**config.mk**
```make
export PLATFORM = sky130hd
export DESIGN_NAME = meas_io_ctrl
export DESIGN_NICKNAME = d
export VERILOG_FILES = /design/src/hdl/meas_io_pkg.sv /design/src/hdl/meas_io_ctrl.sv
export VERILOG_INCLUDE_DIRS = /design/src /design/src/hdl
export SDC_FILE = /design/constraint.sdc
export NUM_CORES = 1
export LEC_CHECK = 0
export ABC_CLOCK_PERIOD_IN_PS = 4900
export BUFFER_PORTS_ARGS = -buffer_cell sky130_fd_sc_hd__buf_2
export CAP_MARGIN = 20
export CORE_MARGIN = 2
export CORE_UTILIZATION = 45
export CTS_CLUSTER_SIZE = 16
export DETAILED_ROUTE_END_ITERATION = 8
export GPL_TIMING_DRIVEN = 0
export SLEW_MARGIN = 20
export SYNTH_ARGS = -nofsm -noshare
export SYNTH_HDL_FRONTEND = slang
export SYNTH_SLANG_ARGS = --single-unit
```
**constraint.sdc**
```tcl
create_clock -name clk -period 4.9 [get_ports clk]
set_clock_uncertainty 0.05 [all_clocks]
set_input_delay 0.245 -clock clk [delete_from_list [all_inputs] [get_ports clk]]
set_output_delay 0.245 -clock clk [all_outputs]
set_load 0.05 [all_outputs]
```
**src/hdl/meas_io_defs.svh**
```systemverilog
// Timing figures and reset values for the measurement input/output control block.
`ifndef MEAS_IO_DEFS_SVH
`define MEAS_IO_DEFS_SVH

// ----------------------------------------
// Clock and serial timing (nanoseconds)
// ----------------------------------------
`define CLK_PERIOD_NS      20
`define TXCLK_PERIOD_NS    12207
`define BIT_ZERO_NS        18000
`define BIT_ONE_NS         50000
`define LOAD_PULSE_NS      200000
`define DONE_PULSE_NS      10000
`define FLASH_HALF_NS      250000000

// ----------------------------------------
// Derived cycle counts
// ----------------------------------------
`define BIT_ZERO_CYC       ((`BIT_ZERO_NS + `CLK_PERIOD_NS - 1) / `CLK_PERIOD_NS)
`define BIT_ONE_CYC        ((`BIT_ONE_NS + `CLK_PERIOD_NS - 1) / `CLK_PERIOD_NS)
`define LOAD_PULSE_CYC     ((`LOAD_PULSE_NS + `CLK_PERIOD_NS - 1) / `CLK_PERIOD_NS)
`define GAP_CYC            ((`TXCLK_PERIOD_NS + `CLK_PERIOD_NS - 1) / `CLK_PERIOD_NS)
`define TXCLK_HALF_CYC     ((`TXCLK_PERIOD_NS / 2) / `CLK_PERIOD_NS)
`define DONE_PULSE_CYC     ((`DONE_PULSE_NS + `CLK_PERIOD_NS - 1) / `CLK_PERIOD_NS)
`define FLASH_HALF_CYC     (`FLASH_HALF_NS / `CLK_PERIOD_NS)

// ----------------------------------------
// Reset values and pin positions
// ----------------------------------------
`define OVF_RESET          16'hffff
`define PIN_TRIG_N         0
`define PIN_CLEAR_IN       1
`define PIN_RESULT         2
`define PIN_OVERLOAD       3

`endif

```
**src/hdl/meas_io_pkg.sv**
```systemverilog
// Types shared by the measurement input/output control block.
package meas_io_pkg;

	typedef enum logic [2:0] {
		TX_IDLE,
		TX_GAP,
		TX_BIT,
		TX_LOAD,
		TX_TAIL
	} tx_state_t;

endpackage : meas_io_pkg

```
**src/hdl/meas_io_ctrl.sv**
```systemverilog
// Processor-side serial control, result counting, trigger and overload logic.
`timescale 1ns/1ps
`include "meas_io_defs.svh"

module meas_io_ctrl
	import meas_io_pkg::*;
#(
	parameter int unsigned          WORD_W     = 12,
	parameter int unsigned          LEN_W      = 4,
	parameter int unsigned          OVF_W      = 16,
	parameter logic [13:0]          LOAD_CYC   = 14'(`LOAD_PULSE_CYC),
	parameter logic [23:0]          FLASH_CYC  = 24'(`FLASH_HALF_CYC)
) (
	input  wire logic               clk,
	input  wire logic               rstn,
	input  wire logic               ce,
	input  wire logic               conv_done_req,
	output logic                    conv_done_out_bit,
	input  wire logic               trig_in_n,
	output logic                    trigger_sense_bit,
	input  wire logic               trig_clear_req,
	input  wire logic               cal_mode,
	input  wire logic               trigger_clear_bit_i,
	output logic                    trigger_clear_bit_o,
	output logic                    trigger_clear_bit_oe,
	output logic                    cal_enable_jumper,
	input  wire logic               word_valid,
	output logic                    word_ready,
	input  wire logic [WORD_W-1:0]  word_data,
	input  wire logic [LEN_W-1:0]   word_len,
	input  wire logic               word_to_source,
	output logic                    serial_ctrl_data_bit,
	output logic                    converter_select_bit,
	output logic                    source_select_bit,
	output logic                    tx_clk_out,
	input  wire logic               result_pulse_in,
	input  wire logic               phase_start,
	input  wire logic               phase_end,
	output logic                    count_irq,
	output logic [7:0]              count_value,
	output logic [OVF_W+7:0]        result_value,
	output logic                    result_valid,
	input  wire logic               source_overload_bit,
	input  wire logic               operate_on,
	output logic                    operate_led
);

	// ----------------------------------------
	// State record
	// ----------------------------------------
	localparam logic [13:0] ZERO_CYC  = 14'(`BIT_ZERO_CYC);
	localparam logic [13:0] ONE_CYC   = 14'(`BIT_ONE_CYC);
	localparam logic [13:0] GAP_CYC   = 14'(`GAP_CYC);
	localparam logic [9:0]  HALF_CYC  = 10'(`TXCLK_HALF_CYC);
	localparam logic [9:0]  DONE_CYC  = 10'(`DONE_PULSE_CYC);

	typedef struct packed {
		logic [3:0]             s1;
		logic [3:0]             s2;
		logic [3:0]             s3;
		logic [3:0]             filt;
		logic [9:0]             done_cnt;
		logic                   done_n;
		logic                   trig_latch;
		logic                   clear_out;
		logic                   jumper;
		tx_state_t              tx;
		logic [13:0]            tx_cnt;
		logic [LEN_W-1:0]       bits_left;
		logic [WORD_W-1:0]      shreg;
		logic                   serial;
		logic                   conv_sel;
		logic                   src_sel;
		logic [9:0]             clk_cnt;
		logic                   txclk;
		logic [7:0]             count;
		logic [OVF_W-1:0]       ovf;
		logic                   irq;
		logic [OVF_W+7:0]       result;
		logic                   res_valid;
		logic [23:0]            flash_cnt;
		logic                   flash;
		logic                   led;
	} state_t;

	state_t r_reg;
	state_t r_next;
	logic   trig_set;
	logic   res_edge;

	// ----------------------------------------
	// Next-state logic
	// ----------------------------------------
	always_comb begin
		r_next = r_reg;
		r_next.s1 = {source_overload_bit, result_pulse_in, trigger_clear_bit_i, trig_in_n};
		r_next.s2 = r_reg.s1;
		r_next.s3 = r_reg.s2;
		r_next.filt = (r_reg.filt & (r_reg.s2 ^ r_reg.s3)) | (r_reg.s3 & ~(r_reg.s2 ^ r_reg.s3));
		trig_set = r_reg.filt[`PIN_TRIG_N] & ~r_next.filt[`PIN_TRIG_N];
		res_edge = ~r_reg.filt[`PIN_RESULT] & r_next.filt[`PIN_RESULT];

		// Conversion-complete pulse, active low after the inverting driver.
		r_next.done_n = 1'b1;
		if (r_reg.done_cnt != 10'h000) begin
			r_next.done_cnt = r_reg.done_cnt - 10'h001;
			r_next.done_n = 1'b0;
		end else if (conv_done_req) begin
			r_next.done_cnt = DONE_CYC - 10'h001;
			r_next.done_n = 1'b0;
		end

		// Trigger latch and its shared clear / jumper pin.
		r_next.clear_out = trig_clear_req & ~cal_mode;
		if (trig_set) begin
			r_next.trig_latch = 1'b1;
		end else if (trig_clear_req) begin
			r_next.trig_latch = 1'b0;
		end
		if (cal_mode) begin
			r_next.jumper = r_reg.filt[`PIN_CLEAR_IN];
		end

		// Transmit clock divider.
		if (r_reg.clk_cnt == HALF_CYC - 10'h001) begin
			r_next.clk_cnt = 10'h000;
			r_next.txclk = ~r_reg.txclk;
		end else begin
			r_next.clk_cnt = r_reg.clk_cnt + 10'h001;
		end

		// Pulse-width serial transmitter.
		if (r_reg.tx_cnt != 14'h0000) begin
			r_next.tx_cnt = r_reg.tx_cnt - 14'h0001;
		end
		unique case (r_reg.tx)
			TX_IDLE: begin
				if (word_valid && word_len != '0) begin
					r_next.shreg = word_data << (WORD_W - 32'(word_len));
					r_next.bits_left = word_len;
					r_next.conv_sel = ~word_to_source;
					r_next.src_sel = word_to_source;
					r_next.tx_cnt = GAP_CYC - 14'h0001;
					r_next.tx = TX_GAP;
				end
			end
			TX_GAP: begin
				if (r_reg.tx_cnt == 14'h0000) begin
					r_next.serial = 1'b1;
					if (r_reg.bits_left == '0) begin
						r_next.tx_cnt = LOAD_CYC - 14'h0001;
						r_next.tx = TX_LOAD;
					end else begin
						r_next.tx_cnt = (r_reg.shreg[WORD_W-1] ? ONE_CYC : ZERO_CYC) - 14'h0001;
						r_next.tx = TX_BIT;
					end
				end
			end
			TX_BIT: begin
				if (r_reg.tx_cnt == 14'h0000) begin
					r_next.serial = 1'b0;
					r_next.shreg = r_reg.shreg << 1;
					r_next.bits_left = r_reg.bits_left - LEN_W'(1);
					r_next.tx_cnt = GAP_CYC - 14'h0001;
					r_next.tx = TX_GAP;
				end
			end
			TX_LOAD: begin
				if (r_reg.tx_cnt == 14'h0000) begin
					r_next.serial = 1'b0;
					r_next.tx_cnt = GAP_CYC - 14'h0001;
					r_next.tx = TX_TAIL;
				end
			end
			TX_TAIL: begin
				if (r_reg.tx_cnt == 14'h0000) begin
					r_next.conv_sel = 1'b0;
					r_next.src_sel = 1'b0;
					r_next.tx = TX_IDLE;
				end
			end
		endcase

		// Result pulse counter with overflow count.
		r_next.irq = 1'b0;
		r_next.res_valid = 1'b0;
		if (phase_start) begin
			r_next.count = 8'h00;
			r_next.ovf = `OVF_RESET;
		end else if (res_edge) begin
			r_next.count = r_reg.count + 8'h01;
			if (r_reg.count == 8'hff) begin
				r_next.irq = 1'b1;
				r_next.ovf = r_reg.ovf - OVF_W'(1);
			end
		end
		if (phase_end) begin
			r_next.result = {~r_reg.ovf, r_reg.count};
			r_next.res_valid = 1'b1;
		end

		// Operate indicator flashing under overload.
		if (r_reg.filt[`PIN_OVERLOAD]) begin
			if (r_reg.flash_cnt == 24'h000000) begin
				r_next.flash_cnt = FLASH_CYC - 24'h000001;
				r_next.flash = ~r_reg.flash;
			end else begin
				r_next.flash_cnt = r_reg.flash_cnt - 24'h000001;
			end
			r_next.led = r_reg.flash;
		end else begin
			r_next.flash_cnt = 24'h000000;
			r_next.flash = 1'b1;
			r_next.led = operate_on;
		end
	end

	// ----------------------------------------
	// State register
	// ----------------------------------------
	always_ff @(posedge clk or negedge rstn) begin
		if (!rstn) begin
			r_reg <= '0;
			r_reg.s1 <= 4'h1;
			r_reg.s2 <= 4'h1;
			r_reg.s3 <= 4'h1;
			r_reg.filt <= 4'h1;
			r_reg.done_n <= 1'b1;
			r_reg.tx <= TX_IDLE;
			r_reg.ovf <= `OVF_RESET;
			r_reg.flash <= 1'b1;
		end else if (ce) begin
			r_reg <= r_next;
		end
	end

	// ----------------------------------------
	// Outputs
	// ----------------------------------------
	assign conv_done_out_bit    = r_reg.done_n;
	assign trigger_sense_bit    = r_reg.trig_latch;
	assign trigger_clear_bit_o  = r_reg.clear_out;
	assign trigger_clear_bit_oe = ~cal_mode;
	assign cal_enable_jumper    = r_reg.jumper;
	assign word_ready           = (r_reg.tx == TX_IDLE);
	assign serial_ctrl_data_bit = r_reg.serial;
	assign converter_select_bit = r_reg.conv_sel;
	assign source_select_bit    = r_reg.src_sel;
	assign tx_clk_out           = r_reg.txclk;
	assign count_irq            = r_reg.irq;
	assign count_value          = r_reg.count;
	assign result_value         = r_reg.result;
	assign result_valid         = r_reg.res_valid;
	assign operate_led          = r_reg.led;

	// ----------------------------------------
	// Checks
	// ----------------------------------------
	logic [13:0] hi_len;
	logic [13:0] lo_len;
	logic        was_load;

	always_ff @(posedge clk or negedge rstn) begin
		if (!rstn) begin
			hi_len <= 14'h0000;
			lo_len <= 14'h0000;
			was_load <= 1'b0;
		end else if (ce) begin
			hi_len <= r_next.serial ? hi_len + 14'h0001 : 14'h0000;
			lo_len <= r_next.serial ? 14'h0000 : ((lo_len == 14'h3fff) ? lo_len : lo_len + 14'h0001);
			was_load <= (r_reg.tx == TX_LOAD);
		end
	end
endmodule : meas_io_ctrl

```
-- Word level (Yosys, flattened, before mapping)
Cells that the tools add are included.
- add/subtract/negate cells: 9
- eq/ne operators: 12
- shift-type cells: 1
- multiplexer cells: 30
- bitwise logic cells: 15
- reductions and logical operators: 27
- operators with widths (kind ; number):
    $pmux W14 S4 ; 1
    $mux W17 ; 3
    $mux W24 ; 2
    $mux W34 ; 1
    $mux W33 ; 1
    $pmux W16 S2 ; 1
    $shl A12 B32 Y12 ; 1
    $mux W26 ; 1
    $mux W25 ; 1
    $logic_not A24 Y1 ; 1
    $sub A24 B1 Y24 const B ; 1
    $mux W11 ; 2
    $not A16 Y16 ; 1
    $sub A16 B1 Y16 const B ; 1
    $mux W15 ; 1
    $pmux W3 S5 ; 1
    $logic_not A14 Y1 ; 1
    $mux W14 ; 1
    $reduce_and A2 Y1 ; 7
    $reduce_bool A14 Y1 ; 1
    $sub A14 B1 Y14 const B ; 1
    $sub A12 B1 Y13 const B ; 1
    $mux W12 ; 1
    $reduce_bool A2 Y1 ; 6
    34 further kinds ; 55
- flip-flop bits (word level): 153
- bits of input ports: 31
- word-level logic and storage cells: 120

-- Longest topological paths before layout
Gate-level depths: netlist of run 1.
- word-level depth: 8
- depth in mapped cells: 12
- depth with buffers taken out: 11

-- Worst setup path after synthesis of run 1
OpenSTA, ideal clock, no wires.
- path kind: input -> register
- start: input word_len[0]
- end: register r_reg[94] in the netlist's numbering
- setup time: 130 ps
- data arrival time: 2738 ps
- data required time: 4720 ps
- setup slack: 1982 ps
- stages on the path: 12
- cells stage by stage: clkbuf_1 clkbuf_1 inv_1 ha_1 clkbuf_1 or3b_2 nand2_1 nor3_1 a32o_1 buf_2 buf_2 a31oi_1
- longest elaborated chain between the ends: 4
- RTL lines (item ; line ; RTL):
    start, declared ; meas_io_ctrl.sv:30 ; input wire logic [LEN_W-1:0] word_len,
    $sub A4 B4 Y5 or $reduce_bool A4 Y1 (tied branches) ; meas_io_ctrl.sv:139, meas_io_ctrl.sv:138 ;
    $shl A12 B32 Y12 or $logic_and A1 B1 Y1 (tied branches) ; meas_io_ctrl.sv:139, meas_io_ctrl.sv:138 ;
    $mux W33 or $ne A2 B1 Y1 (tied branches) ; - ;
    $pmux W16 S2 or $reduce_and A4 Y1 (tied branches) ; - ;
    end signal, assigned ; meas_io_ctrl.sv:233 ; r_reg <= r_next;
    end, declared ; meas_io_ctrl.sv:86 ; state_t r_reg;
Parallel ways exist; a longest one is shown, timed or not. The select of a mux whose other input is x is not followed.
A chain may end at the register's enable or synchronous reset.

-- Worst setup path after layout of run 1
Ends and elaborated chain as after synthesis.

==> reports/results.txt, run 1 <==
# Post-CTS Setup Buffers - 0
Seq/Total Area, Yosys - 46.31%
Routed vias/inst - 5.541
Routed Antenna Nets - 0
Die area - 19610 um^2
Rows - 49
Mapped Nets - 948
Root Buffer - clkbuf_16
Wire per inst - 16.26 um
LEAKAGE - 4.313 nW
Design Area, Final - 9634 um^2
Number of fill cells - 1676
Finished Layout Cells - 1243
Slowest cell on the critical path - clkbuf_1
Largest net degree at the start of global routing - 94
# IOs - 76
Crit end category - register
DRT iter0 DRCs - 480
Comb pwr share - 25.2%
Power density cells - 419.5 nW/um^2
Failing checks - DRC
Compound-Gate Fraction of Synth Area - 15.76%
GRT overflow - 0
Detail Placement HPWL - 14130 um
Worst Setup Start Kind - primary input
Place WS - 1.199 ns
CTS sink cnt - 153
Global-route wire length before repair - 33940 um
CP peak stage delay - 0.46 ns
Ys async rst share - 100.0%
Switching pwr - 1.357 mW
Slew margin rel. - 27.80%
Clk pwr share - 32.0%
Port buffer count - 73
Final Hold Fails - 0
Net Sw Frac - 33.57%
Max FO, Critical Path - 10
Max Buffers Root-to-Sink - 2
Total Power - 4.041 mW
DRC - 3
Sequential power share - 42.8%
Final core occ - 53.27%
Top-area cell type share of the netlist area - 39.37%
XOR/XNOR share of the synthesized area - 3.366%
Fin Hold WS - 0.02595 ns
Status - complete, but fails checks
DRT Wirelength - 20210 um
Main combinational cell family by area after synthesis - simple AND/OR/NAND/NOR gates
Vias in the first global route - 6614
Fmax - 0.3075 GHz
Cell Int Power - 2.685 mW
CP most frequent cell - clkbuf_1
Nets - 1045
Core area - 18090 um^2
Min Tclk post-route - 3.252 ns
Placed Area - 9016 um^2
TritonRoute pass-1 iters - 7
Die extent in y - 140.0 um
Placed insts - 1207
Die X-Extent - 140.0 um
# setup viols final - 0
Simple-gate share of the synthesized area - 20.53%
Most common flop cell mapped by yosys - dfrtp_1
Syn Area/Cell - 9.211 um^2
Initial Util - 46.04%
Clk pin slew, worst setup/hold paths - 0.06 ns
Hold_buf cts - 3
GPL Wtd Cong - 0.8906
Syn-to-layout area delta - 15.70%
Adder-Cell Fraction of Synth Area - 1.953%
Post-synth EDFFs - 0
Worst path cell trace - clkbuf_1, clkbuf_1, inv_1, ha_1, clkbuf_1, or3b_2, nand2_1, nor3_1, a32o_1, buf_2, buf_2, a31oi_1
Slew @ Worst Pin - 1.069 ns
Routed via count - 6887
Clock Latency Late Sink - 0.42 ns
Largest area contributor in the netlist - dfrtp_1
HP Class - in2reg
CP Class - in2reg
Register bit total from synthesis - 153
Number of flip-flops in the largest register - 100
Fin Setup TNS - 0 ns
Main area contributors after synthesis - dfrtp_1 (39%), dfstp_2 (6.9%), o21ai_0 (4.6%)
Ant diodes - 0
Synthesized area - 8327 um^2
Distinct cell type count after synthesis - 72
CTS tree - done
Syn Inst Count - 904
MaxCap Viol Count - 0
H-tree depth - 4
Slew Limit Fails - 0
Initial antenna violation count - 0
Share of cells above drive strength 1 - 20.51%
Post-cts sizing count - 0
Worst vdd ir - 284.7 uV
CTS buffer count - 17
Setup repair after global routing missed its margin - false
Required @ worst endpoint - 5.14 ns
Most frequent cells after synthesis - dfrtp_1 (131), nand2_1 (88), nor2_1 (77)
Critical path data arrival time - 3.49 ns
Period utilization - 66.36%
GRT Util Overall - 21.40%
Mux contribution to synthesized area - 5.545%
Count leader, synth - dfrtp_1
Final worst slack - 1.648 ns
YS warnings - 0
## power by group through the flow
stage | Combinational (mW) | Clock, mW | Sequential [mW]
after global routing | 1.15 | 1.38 | 1.77
after detailed placement | 1.02 | 0 | 1.74
after floorplan | 0.754 | 0 | 1.73
after CTS | 1.02 | 1.33 | 1.72
after global placement | 0.993 | 0 | 1.74
final | 1.02 | 1.29 | 1.73
## area by class of cell
cell class / count / area (um^2) / area share, %
clock inverter: 11 / 122.6 / 1.273
inverter: 35 / 131.4 / 1.364
multi-input combinational: 642 / 3926 / 40.75
clock buffer: 21 / 460.4 / 4.779
sequential: 153 / 3856 / 40.03
tap: 229 / 286.5 / 2.974
buffer: 74 / 412.9 / 4.286
timing repair buffer: 78 / 437.9 / 4.545
## layout by cell type (no fill, tap or decap), drive strengths merged, types with 22 or more instances in the layout
cell type	count
nor2	77
o21ai	77
dfrtp	131
nand3	35
a21oi	60
nor3	54
dfstp	22
nand2	88
inv	35
mux2	23
xnor2	22
clkbuf	52
buf	118
## worst max-delay path: cells and delay by family
family | cells | cell delay, ns
compound gates | 2 | 0.40
fa+ha+maj | 1 | 0.23
buf+inv | 6 | 1.77
simple gates | 3 | 0.82
## cells by family (layout without fill, tap and decap cells)
kind of cell / count (synthesis) / after routing
and+or+nand+nor: 342 / 342
DFF: 153 / 153
adders and majority gates: 13 / 13
muxes: 42 / 42
AOI/OAI and AO/OA: 213 / 213
buffers and inverters: 109 / 219
xor gates and xnor gates: 32 / 32
## routing by layer
layer  share of wire [%]  vias up  wire length (um)  global-route usage (%)
li1                    -     3397                 -                       -
met1                  49     3327              9851                   30.65
met2                  46      144              9378                   33.52
met3                 3.6       19               729                   3.863
met4                 1.2        0               252                   6.167
met5                   0        -                 0                       0
## path summary, 6_finish.rpt
| kind | depth (start not counted) | endpoint | startpoint | slack (ns) |
|---|---|---|---|---|
| min reg2reg | 1 | tx_clk_out$_DFFE_PN0P_ | tx_clk_out$_DFFE_PN0P_ | 0.43 |
| max in group asynchronous | 3 | r_reg[61]$_DFFE_PN1P_ | rstn | 3.66 |
| min in group asynchronous | 2 | source_select_bit$_DFFE_PN0P_ | rstn | 0.31 |
| min | 2 | r_next[147]$_DFFE_PN0P_ | result_pulse_in | 0.03 |
| max | 12 | r_reg[94]$_DFFE_PN0P_ | word_len[0] | 1.65 |
| max reg2reg | 9 | r_reg[94]$_DFFE_PN0P_ | r_reg[106]$_DFFE_PN0P_ | 1.69 |
Note: power is estimated with default switching activity, not from simulation.
==> run 2, diff against run 1 <==
Settings changed: ABC_CLOCK_PERIOD_IN_PS 4900 to 2750, PLACE_DENSITY from default to 0.66.
Clock period 4.9 ns to 2.75 ns, I/O delays scaled along.
==> run 2 against run 1 <==
  * The run still ends with DRC left
  * Final cell count up 0.56%
  * Routed wire length up 0.48%
  * Sequential power up 79%
  * Hold slack worse by 0.0013 ns
  * Clock power up 88%
  * Core utilization up 1.0 points
  * Worst setup slack worse by 1.5 ns
  * Sequential share of layout area down 0.73 points
  * Critical path depth down 6
  * Via count up 2.1%
  * Critical path type is now reg2reg
  * Largest power group unchanged
==> reports/results.txt, run 2 (synthesis gave the netlist of run 1 again) <==
DRT iter0 DRCs - 455 (was 480)
Area of the multi-input gates - 3996 um^2 (was 3926 um^2)
Nets - 1052 (was 1045)
Setup repair after global routing missed its margin - true (was false)
Initial Util - 46.04% (unchanged)
Rows - 49 (unchanged)
Worst path cell trace - or3_4, or4_4, or4_4, buf_6, a21oi_4, nor2_1 (was clkbuf_1, clkbuf_1, inv_1, ha_1, clkbuf_1, or3b_2, nand2_1, nor3_1, a32o_1, buf_2, buf_2, a31oi_1)
Die extent in y - 140.0 um (unchanged)
CTS tree - done (unchanged)
Fin Hold WS - 0.02466 ns (was 0.02595 ns)
# setup viols final - 0 (unchanged)
GRT overflow - 0 (unchanged)
CTS sink cnt - 153 (unchanged)
DRT Wirelength - 20310 um (was 20210 um)
Core area - 18090 um^2 (unchanged)
TritonRoute pass-1 iters - 9 (was 7)
Port buffer count - 73 (unchanged)
Ant diodes - 0 (unchanged)
CP Class - reg2reg (was in2reg)
Worst Hold End - r_reg[134]$_DFFE_PN0P_ (was r_next[147]$_DFFE_PN0P_)
GPL Wtd Cong - 0.8680 (was 0.8906)
Largest net degree at the start of global routing - 94 (unchanged)
FF+latch area - 3856 um^2 (unchanged)
CTS buffer count - 17 (unchanged)
Clock Latency Late Sink - 0.43 ns (was 0.42 ns)
Share of cells above drive strength 1 - 22.04% (was 20.51%)
DRC - 4 (was 3)
Clk pin slew, worst setup/hold paths - 0.06 ns (about the same)
Placed insts - 1207 (unchanged)
Slew margin rel. - 30.78% (was 27.80%)
Max Buffers Root-to-Sink - 2 (unchanged)
# IOs - 76 (unchanged)
Initial antenna violation count - 0 (unchanged)
LEAKAGE - 4.394 nW (was 4.313 nW)
Fin Setup TNS - 0 ns (unchanged)
Slew Limit Fails - 0 (unchanged)
Place WS - -0.5525 ns (was 1.199 ns)
R2R Path End - r_reg[24]$_DFFE_PN0P_ (was r_reg[94]$_DFFE_PN0P_)
Crit end category - register (unchanged)
Required @ worst endpoint - 3.00 ns (was 5.14 ns)
Worst vdd ir - 460.6 uV (was 284.7 uV)
Failing checks - DRC (unchanged)
Detail Placement HPWL - 13990 um (was 14130 um)
CP peak stage delay - 0.54 ns (was 0.46 ns)
MaxCap Viol Count - 0 (unchanged)
Routed vias/inst - 5.627 (was 5.541)
Routed via count - 7034 (was 6887)
Final worst slack - 0.1412 ns (was 1.648 ns)
R2r worst-path depth - 6 (was 9)
Reg2reg start - r_reg[11]$_DFFE_PN0P_ (was r_reg[106]$_DFFE_PN0P_)
Fmax - 0.3833 GHz
Routed Antenna Nets - 0 (unchanged)
Die X-Extent - 140.0 um (unchanged)
Syn-to-layout area delta - 17.87% (was 15.70%)
Final Hold Fails - 0 (unchanged)
Placed Area - 9022 um^2 (was 9016 um^2)
Max FO, Critical Path - 10 (unchanged)
Global-route wire length before repair - 33830 um (was 33940 um)
Status - complete, but fails checks (unchanged)
Finished Layout Cells - 1250 (was 1243)
Design Area, Final - 9814 um^2 (was 9634 um^2)
Die area - 19610 um^2 (unchanged)
Wire per inst - 16.25 um (was 16.26 um)
Period utilization - 94.87%
CP most frequent cell - or4_4 (was clkbuf_1)
HP Class - in2reg (unchanged)
Hold_sp - conv_done_req (was result_pulse_in)
Slowest cell on the critical path - or4_4 (was clkbuf_1)
Hold path depth - 3 (was 2)
Worst Setup Start Kind - register (was primary input)
GRT Util Overall - 21.44% (was 21.40%)
Critical path data arrival time - 2.86 ns (was 3.49 ns)
Number of flip-flops in the largest register - 100 (unchanged)
Reg2Reg Setup Slack - 0.14 ns (was 1.69 ns)
Power density cells - 750.2 nW/um^2 (was 419.5 nW/um^2)
H-tree depth - 4 (unchanged)
Slew @ Worst Pin - 1.029 ns (was 1.069 ns)
Vias in the first global route - 6731 (was 6614)
Min Tclk post-route - 2.609 ns
Root Buffer - clkbuf_16 (unchanged)
Commonest non-fill, non-tap cell in the layout - dfrtp_1 (unchanged)
Most frequent cells in the layout - dfrtp_1 (131), nand2_1 (88), buf_2 (78) (unchanged)
Number of fill cells - 1666 (was 1676)
## run 2: cell types whose count changed in the layout (fill, tap and decap cells not counted), sizes merged
cell	before	now
dlygate4sd3	3	11
clkbuf	52	48
clkinv	5	7
bufinv	2	3
clkinvlp	4	3
inv	35	36
## run 2: power breakdown
group	switching (mW)	internal (mW)
Clock	0.965	1.46
Combinational	1.09	0.762
Sequential	0.434	2.66
Total	2.49	4.88
## run 2: per-layer routing
layer / part of all wire (%) / vias to the layer above / routed length [um] / track usage [%]
met1: 46 / 3424 / 9291 / 29.10
met5: 0 / - / 0 / 0
li1: - / 3402 / - / -
met3: 4.6 / 32 / 944 / 3.897
met4: 1.7 / 0 / 355 / 7.709
met2: 48 / 176 / 9717 / 34.69
## run 2: final cells by class
class | count | area share [%]
multi-input combinational | 642 | 40.72
clock buffer | 18 | 4.475
clock inverter | 14 | 1.747
buffer | 73 | 4.207
inverter | 35 | 1.339
sequential | 153 | 39.29
tap | 229 | 2.919
timing repair buffer | 86 | 5.303
## run 2: critical path: cells and delay by family, from the launching register on
| kind | cells | cell delay, ns |
|---|---|---|
| simple gates | 4 | 1.53 |
| flops | 1 | 0.44 |
| compound gates | 1 | 0.29 |
| buf+inv | 1 | 0.17 |
## run 2: repair_timing
item	4_1_cts	5_1_grt
resized for setup	3	12
endpoints found under the hold margin	73	0
setup buffers	0	1
hold buffers	11	0
pin swaps	0	1
setup endpoints to repair	29	31
## run 2: worst max-delay path by stage
stage                           start                           end  slack (ns)  depth (start not counted)
6_report        r_reg[11]$_DFFE_PN0P_         r_reg[24]$_DFFE_PN0P_        0.14                          6
3_3_place_gp                     rstn  result_value[17]$_DFFE_PN0P_       -0.83                          1
5_1_grt                   word_len[0]         r_reg[93]$_DFFE_PN0P_      -0.005                         12
3_5_place_dp              word_len[0]         r_reg[96]$_DFFE_PN0P_       -0.55                         12
2_1_floorplan             word_len[0]         r_reg[94]$_DFFE_PN0P_        0.05                         12
4_1_cts        r_reg[106]$_DFFE_PN0P_        r_reg[113]$_DFFE_PN0P_       0.009                          7
## run 2: stage by stage
step	power [mW]	utilization (%)
after floorplan	4.421	-
after global placement	4.858	49.68
after detailed placement	4.911	49.89
after CTS	7.381	53.92
after global routing	7.835	54.26
final	7.363	54.26
